<file path="src/hw/psm_pkg.sv">
// package: constants and carrier types for the pwm sync master/slave shell
package psm_pkg;
  localparam int CNT_W = 16;
  localparam int N_CAP = 3;
  localparam int N_MAT = 6;
  localparam int DLY_W = 16;
  localparam logic [CNT_W-1:0] CNT_RST = 16'h0000;
  localparam logic [DLY_W-1:0] DLY_RST = 16'h0000;

  typedef struct packed {
    logic sync;
    logic trans;
  } psm_sync_t;

  typedef struct packed {
    logic [CNT_W-1:0] period;
    logic [N_MAT-1:0][CNT_W-1:0] rise;
    logic [N_MAT-1:0][CNT_W-1:0] fall;
  } psm_shadow_t;

  typedef enum logic [2:0] {
    DL_IDLE = 3'b001,
    DL_WAIT = 3'b010,
    DL_FIRE = 3'b100
  } psm_dly_st_t;
endpackage

</file>
<file path="src/hw/psm_pwm_module.sv">
// module: one pwm module with sync master/slave, capture, match and trap
module psm_pwm_module
  import psm_pkg::*;
(
  input wire logic clk,
  input wire logic rstn,
  input wire logic slave_mode,
  input wire logic run,
  input wire logic [psm_pkg::CNT_W-1:0] prescale,
  input wire logic [psm_pkg::DLY_W-1:0] sync_delay,
  input wire psm_pkg::psm_shadow_t sw_regs,
  input wire logic sw_update,
  input wire logic [psm_pkg::N_MAT-1:0] trap_level,
  input wire logic trap_irq_en,
  input wire logic trap_clear,
  input wire psm_pkg::psm_sync_t sync_in,
  input wire logic [psm_pkg::N_CAP-1:0] capture_input_pin,
  input wire logic protective_stop_input,
  output psm_pkg::psm_sync_t sync_out,
  output logic [psm_pkg::N_MAT-1:0] match_output_pin,
  output logic [psm_pkg::N_CAP-1:0][psm_pkg::CNT_W-1:0] capture_val,
  output logic [psm_pkg::N_CAP-1:0] capture_evt,
  output logic trap_active,
  output logic trap_irq,
  output logic [psm_pkg::CNT_W-1:0] pwm_count
);
  import psm_pkg::*;
  // clk is this module's branch clock; gating it upstream stops the module
  logic [CNT_W-1:0] pre_ff;
  logic [CNT_W-1:0] cnt_ff;
  psm_shadow_t shadow_ff;
  logic pend_ff;
  logic sync_in_d_ff;
  logic trans_in_d_ff;
  logic [N_CAP-1:0] cap_d_ff;
  logic trap_ff;
  logic trap_irq_ff;
  logic [N_MAT-1:0] mat_ff;
  logic [N_CAP-1:0][CNT_W-1:0] cap_ff;
  logic [N_CAP-1:0] cap_evt_ff;
  logic tick;
  logic wrap;
  logic restart;
  logic copied;

  assign tick = run && (pre_ff == prescale);
  assign wrap = tick && (cnt_ff == shadow_ff.period);
  // slave restart follows the input pulse by one cycle
  // own period wrap restarts a slave too, so a missed sync cannot run it away
  assign restart = wrap || sync_in_d_ff;
  assign copied = slave_mode ? trans_in_d_ff : (wrap && pend_ff);

  always_ff @(posedge clk) begin
    if (!rstn) begin
      sync_in_d_ff <= 1'b0;
      trans_in_d_ff <= 1'b0;
    end else begin
      sync_in_d_ff <= slave_mode && sync_in.sync;
      trans_in_d_ff <= slave_mode && sync_in.sync && sync_in.trans;
    end
  end

  always_ff @(posedge clk) begin
    if (!rstn) begin
      pre_ff <= CNT_RST;
    end else if (restart || tick || !run) begin
      pre_ff <= CNT_RST;
    end else begin
      pre_ff <= pre_ff + 16'h0001;
    end
  end

  always_ff @(posedge clk) begin
    if (!rstn) begin
      cnt_ff <= CNT_RST;
    end else if (restart) begin
      cnt_ff <= CNT_RST;
    end else if (tick) begin
      cnt_ff <= cnt_ff + 16'h0001;
    end
  end

  // software update arms a copy in master mode, the transfer flag alone in slave mode; the copy only lands at a restart
  always_ff @(posedge clk) begin
    if (!rstn) begin
      pend_ff <= 1'b0;
      shadow_ff <= '0;
    end else begin
      if (restart && copied) begin
        shadow_ff <= sw_regs;
      end
      if (sw_update) begin
        pend_ff <= 1'b1;
      end else if (restart && copied) begin
        pend_ff <= 1'b0;
      end
    end
  end

  psm_sync_delay u_dly (
    .clk(clk),
    .rstn(rstn),
    .restart(restart && !slave_mode),
    .copied(copied),
    .delay(sync_delay),
    .sync_out(sync_out)
  );

  // trap set beats the clear so a stop during clear is not lost
  always_ff @(posedge clk) begin
    if (!rstn) begin
      trap_ff <= 1'b0;
      trap_irq_ff <= 1'b0;
    end else begin
      if (protective_stop_input) begin
        trap_ff <= 1'b1;
      end else if (trap_clear) begin
        trap_ff <= 1'b0;
      end
      if (protective_stop_input && !trap_ff && trap_irq_en) begin
        trap_irq_ff <= 1'b1;
      end else if (trap_clear) begin
        trap_irq_ff <= 1'b0;
      end
    end
  end

  genvar i;
  generate
    for (i = 0; i < N_MAT; i++) begin : g_mat
      always_ff @(posedge clk) begin
        if (!rstn) begin
          mat_ff[i] <= 1'b0;
        end else if (trap_ff || protective_stop_input) begin
          mat_ff[i] <= trap_level[i];
        end else if (restart) begin
          mat_ff[i] <= 1'b0;
        end else if (tick && cnt_ff == shadow_ff.rise[i]) begin
          mat_ff[i] <= 1'b1;
        end else if (tick && cnt_ff == shadow_ff.fall[i]) begin
          mat_ff[i] <= 1'b0;
        end
      end
    end
    for (i = 0; i < N_CAP; i++) begin : g_cap
      always_ff @(posedge clk) begin
        if (!rstn) begin
          cap_d_ff[i] <= 1'b0;
          cap_ff[i] <= CNT_RST;
          cap_evt_ff[i] <= 1'b0;
        end else begin
          cap_d_ff[i] <= capture_input_pin[i];
          cap_evt_ff[i] <= capture_input_pin[i] && !cap_d_ff[i];
          if (capture_input_pin[i] && !cap_d_ff[i]) begin
            cap_ff[i] <= cnt_ff;
          end
        end
      end
    end
  endgenerate

  assign match_output_pin = mat_ff;
  assign capture_val = cap_ff;
  assign capture_evt = cap_evt_ff;
  assign trap_active = trap_ff;
  assign trap_irq = trap_irq_ff;
  assign pwm_count = cnt_ff;
endmodule

</file>
<file path="src/hw/psm_sync_delay.sv">
// module: programmable delay of the master's sync and transfer pulses
module psm_sync_delay
  import psm_pkg::*;
(
  input wire logic clk,
  input wire logic rstn,
  input wire logic restart,
  input wire logic copied,
  input wire logic [psm_pkg::DLY_W-1:0] delay,
  output psm_pkg::psm_sync_t sync_out
);
  import psm_pkg::*;
  psm_dly_st_t st_ff;
  logic [DLY_W-1:0] cnt_ff;
  logic trans_ff;
  logic zero;
  assign zero = (delay == DLY_RST);

  // a restart during a pending delay re-arms it; only the latest period matters
  always_ff @(posedge clk) begin
    if (!rstn) begin
      st_ff <= DL_IDLE;
      cnt_ff <= DLY_RST;
      trans_ff <= 1'b0;
    end else if (restart && !zero) begin
      st_ff <= DL_WAIT;
      cnt_ff <= delay - 16'h0001;
      trans_ff <= copied;
    end else begin
      unique case (st_ff)
        DL_IDLE: st_ff <= DL_IDLE;
        DL_WAIT: begin
          if (cnt_ff == DLY_RST) begin
            st_ff <= DL_FIRE;
          end else begin
            cnt_ff <= cnt_ff - 16'h0001;
          end
        end
        DL_FIRE: st_ff <= DL_IDLE;
        default: st_ff <= DL_IDLE;
      endcase
    end
  end

  always_comb begin
    if (restart && zero) begin
      sync_out.sync = 1'b1;
      sync_out.trans = copied;
    end else begin
      sync_out.sync = (st_ff == DL_FIRE);
      sync_out.trans = (st_ff == DL_FIRE) && trans_ff;
    end
  end
endmodule

</file>
<file path="config.mk">
export PLATFORM = sky130hd
export DESIGN_NAME = psm_pwm_module
export DESIGN_NICKNAME = d
export VERILOG_FILES = /design/src/hw/psm_pkg.sv /design/src/hw/psm_pwm_module.sv /design/src/hw/psm_sync_delay.sv
export SDC_FILE = /design/constraint.sdc
export NUM_CORES = 1
export LEC_CHECK = 0
export ABC_AREA = 1
export BUFFER_PORTS_ARGS = -buffer_cell sky130_fd_sc_hd__buf_2
export CAP_MARGIN = 20
export CORE_MARGIN = 10
export CORE_UTILIZATION = 45
export DETAILED_ROUTE_END_ITERATION = 7
export PLACE_DENSITY = 0.79
export SLEW_MARGIN = 15
export SYNTH_ARGS = -nofsm -noshare
export SYNTH_HDL_FRONTEND = slang
export SYNTH_HIERARCHICAL = 1
export SYNTH_SLANG_ARGS = --single-unit
</file>
<file path="constraint.sdc">
create_clock -name clk -period 7.6 [get_ports clk]
set_clock_uncertainty 0.15 [all_clocks]
set_input_delay 1.14 -clock clk [delete_from_list [all_inputs] [get_ports clk]]
set_output_delay 1.14 -clock clk [all_outputs]
set_load 0.02 [all_outputs]
</file>
==> results.md <==
* Tightest Pin Transition at 1.05 ns
* Cell taking the most area after synthesis: dfxtp_1
* Initial antenna violation count at 5
* Drt pass-1 iters at 5
* Comb pwr share at 8.2%
* Cell Rows at 69
* Layout area overhead at 17.3%
* Final critical-path share of the clock period at 69.7%
* Most common cell in the netlist: nand2_1
* Latest clock arrival within the worst-skew pair at 0.52 ns
* Hold depth at 1
* Routed vias at 16.1k
* Buffers added on ports at 335
* Int Pwr at 0.00291 W
* IO Count at 336
* Clock sinks at 325
* MaxCap Viol Count at 0
* # Post-CTS Setup Buffers at 0
* End of the worst register-to-register path: shadow_ff[94]$_SDFFE_PN0P_
* Slew Limit Fails at 0
* Worst setup path startpoint: pwm_count[5]$_SDFFE_PP0P_
* Post_cts resized at 0
* DP Cell Count at 2917
* Post-Synth XOR/XNOR Area at 10.2%
* Post-synth EDFFs at 0
* Pleak at 8.43 nW
* Outcome: finished, final reports clean
* Antenna Nets Post-Route at 0
* Crit start category: register
* DR vias/cell at 5.39
* Hold wc startpoint: cap_d_ff[0]$_SDFF_PN0_
* Largest family of logic cells by synthesized area: simple AND/OR/NAND/NOR gates
* Main synth FF type: dfxtp_1
* GRT overflow at 0
* Syn Area/Cell at 7.22 µm²
* Final GP Congestion at 0.921
* CTS buffer count at 37
* Crit Path Class: reg2out
* Worst reg2reg path depth at 14
* Compound-Gate Fraction of Synth Area at 12.5%
* Die X at 210 µm
* Arrival time at the worst endpoint at 4.01 ns
* Fmax at 189 MHz
* Core area at 35600 µm²
* Root buf cell: clkbuf_16
* Fill cell count at 3435
* Longest Clk Path Bufs at 3
* Setup TNS at 0 ns
* First-pass GRT wire length at 85600 µm
* CTS Hold Bufs at 0
* Fin crit period at 5.30 ns
* Seq pwr share at 45.3%
* Worst hold endpoint: capture_evt[0]$_SDFF_PN0_
* Total track usage at 24.1%
* Clock share of power at 46.5%
* RR Startpoint: pwm_count[5]$_SDFFE_PP0P_
* Hold Path Class: reg2reg
* Chip Height at 210 µm
* Sw Ratio at 24.6%
* Synth top area cells: dfxtp_1 (40%), nand2_1 (11%), a21oi_1 (9.0%), nand3_1 (8.0%), xor2_1 (6.2%)
* Synth top cells by count: nand2_1 (476), dfxtp_1 (325), a21oi_1 (294), nand3_1 (260), nor2_1 (188)
* Yosys reg bits at 325
* Yosys warning total at 6
* # DRC at 0
* Total die area at 44100 µm²
* Unrepaired setup endpoints after global routing: false
* R2R setup slack at 2.63 ns
* Vias in the first global route at 15.5k
* Wire per inst at 18.9 µm
* Detailed Place HPWL at 38800 µm
* Largest net degree at the start of global routing at 132
* PD cells at 202 nW/µm²
* Final hold violation count at 0
* Clock Pin Slew Worst Setup and Hold Paths at 0.06 ns
* Final setup fails at 0
* CP Capture Type: output port
* Sw power at 0.000947 W
* Share of the synthesized area in the top cell type at 40.0%
* CP max-delay cell: dfxtp_1
* Area of the mapped netlist at 16300 µm²
* Finished Layout Cells at 2989
* TritonCTS clock tree: yes
* Final #Nets at 2758
* Critical Path Fanout Max at 131
* Seq/Total Area, Yosys at 40.0%
* Synth cell types at 43
* Starting Density at 45.7%
* CP Cell Sequence: buf_4 > inv_2 > nand2_1 > nand4_1 > nor2_1 > nand2_1 > nor2_1 > nand3_2 > nand2_8 > nor2_1 > a21oi_1 > buf_2
* Crit-path max cell delay at 0.80 ns
* DR iter-0 viols at 1309
* Post-synthesis mux area share at 0%
* Peak VDD IR at 0.166 mV
* CTS H-tree lvls at 2
* CP Data Required Time at 6.31 ns
* Final WL at 56600 µm
* Synthesized Nets at 2514
* Critical path's most frequent cell: nor2_1
* Post-synthesis cell count at 2252
* Post-synthesis adder-cell area fraction at 0.231%
* Max_slew headroom at 29.7%
* Simple-Gate Fraction of Synth Area at 28.5%
* FFs w/ async S/R, synth at 0%
* Share of cells above drive strength 1 at 19.2%
logic make-up after synthesis:
logic type / count (synthesis)
AOI/OAI and AO/OA: 397
and+or+nand+nor: 1052
DFF: 325
buffers and inverters: 286
adders and majority gates: 3
xor gates and xnor gates: 189
sequential cells by signal, summed over array words and instances (netlist names), 6 cells and up:
name              cells
pwm_count            16
pre_ff               16
u_dly/cnt_ff         16
match_output_pin      6
capture_val          48
shadow_ff           208
power by group through the flow:
stage / clock, W / combinational (W) / sequential [W]
2_1_floorplan: 0 / 0.000154 / 0.00181
3_3_place_gp: 0 / 0.000309 / 0.00178
3_5_place_dp: 0 / 0.000314 / 0.00178
4_1_cts: 0.00182 / 0.000315 / 0.00175
5_1_grt: 0.00188 / 0.000348 / 0.00175
6_report: 0.00179 / 0.000316 / 0.00175
area by class of cell:
| type | instances | area, µm² | area share (%) |
|---|---|---|---|
| multi-input cells | 1641 | 8390 | 44.0 |
| clock buffers | 49 | 1030 | 5.42 |
| clock inverters | 16 | 173 | 0.905 |
| repair buffers | 359 | 1880 | 9.84 |
| inverters | 132 | 500 | 2.62 |
| well taps | 461 | 577 | 3.02 |
| flip-flops and latches | 325 | 6510 | 34.1 |
| diodes | 6 | 15.0 | 0.0787 |
through the flow:
step / instance area, µm² / hold WS, ns / utilization, % / total power (W) / worst slack [ns]
floorplan: 16300 / 0.242 / - / 0.00196 / 3.22
CTS: 19000 / 0.272 / 53.5 / 0.00388 / 2.33
finish: 19100 / 0.269 / 53.6 / 0.00385 / 2.30
global placement: 17800 / 0.252 / 50.1 / 0.00209 / 2.59
detailed placement: 17800 / 0.265 / 50.1 / 0.00210 / 2.50
global route: 19100 / 0.300 / 53.6 / 0.00398 / 2.20
placed cells by master (no fill, tap or decap), drive strengths merged:
cell type    n
clkbuf      49
nor2       197
clkinvlp     1
o21ai       89
bufinv       3
nand3b      10
nand4       40
nor3        19
a21oi      295
o21bai       3
inv        134
a31oi        4
xnor2       74
ha           3
nor4         7
nand2b       1
diode        6
dfxtp      325
nand2      492
clkinv      10
o2111ai      4
buf        359
or2         18
xor2       115
a21boi       1
nand3      262
o211ai       1
nor3b        5
and3         1
per-layer routing:
metal | part of all wire [%] | vias up | global-route usage [%]
li1 | - | 7841 | -
met1 | 42 | 7472 | 30.4
met2 | 46 | 661 | 39.5
met3 | 7.6 | 135 | 4.83
met4 | 4.1 | 0 | 10.2
met5 | 0 | - | 0
how the worst max path moves through the flow:
stage                                      end  slack, ns  cells after the start
floorplan                          sync_out[0]       3.22                     12
global placement    shadow_ff[47]$_SDFFE_PN0P_       2.59                     12
detailed placement  shadow_ff[94]$_SDFFE_PN0P_       2.50                     12
CTS                                sync_out[0]       2.33                     13
global route                       sync_out[0]       2.20                     12
finish                             sync_out[0]       2.30                     12
critical path: cells and delay by family (launching register included):
kind	cells	cell delay [ns]
AND/OR/NAND/NOR	8	1.55
buffers and inverters	3	0.76
AO/OA/AOI/OAI	1	0.26
flip-flops	1	0.80
No activity file was read; power rests on OpenSTA's default activity.
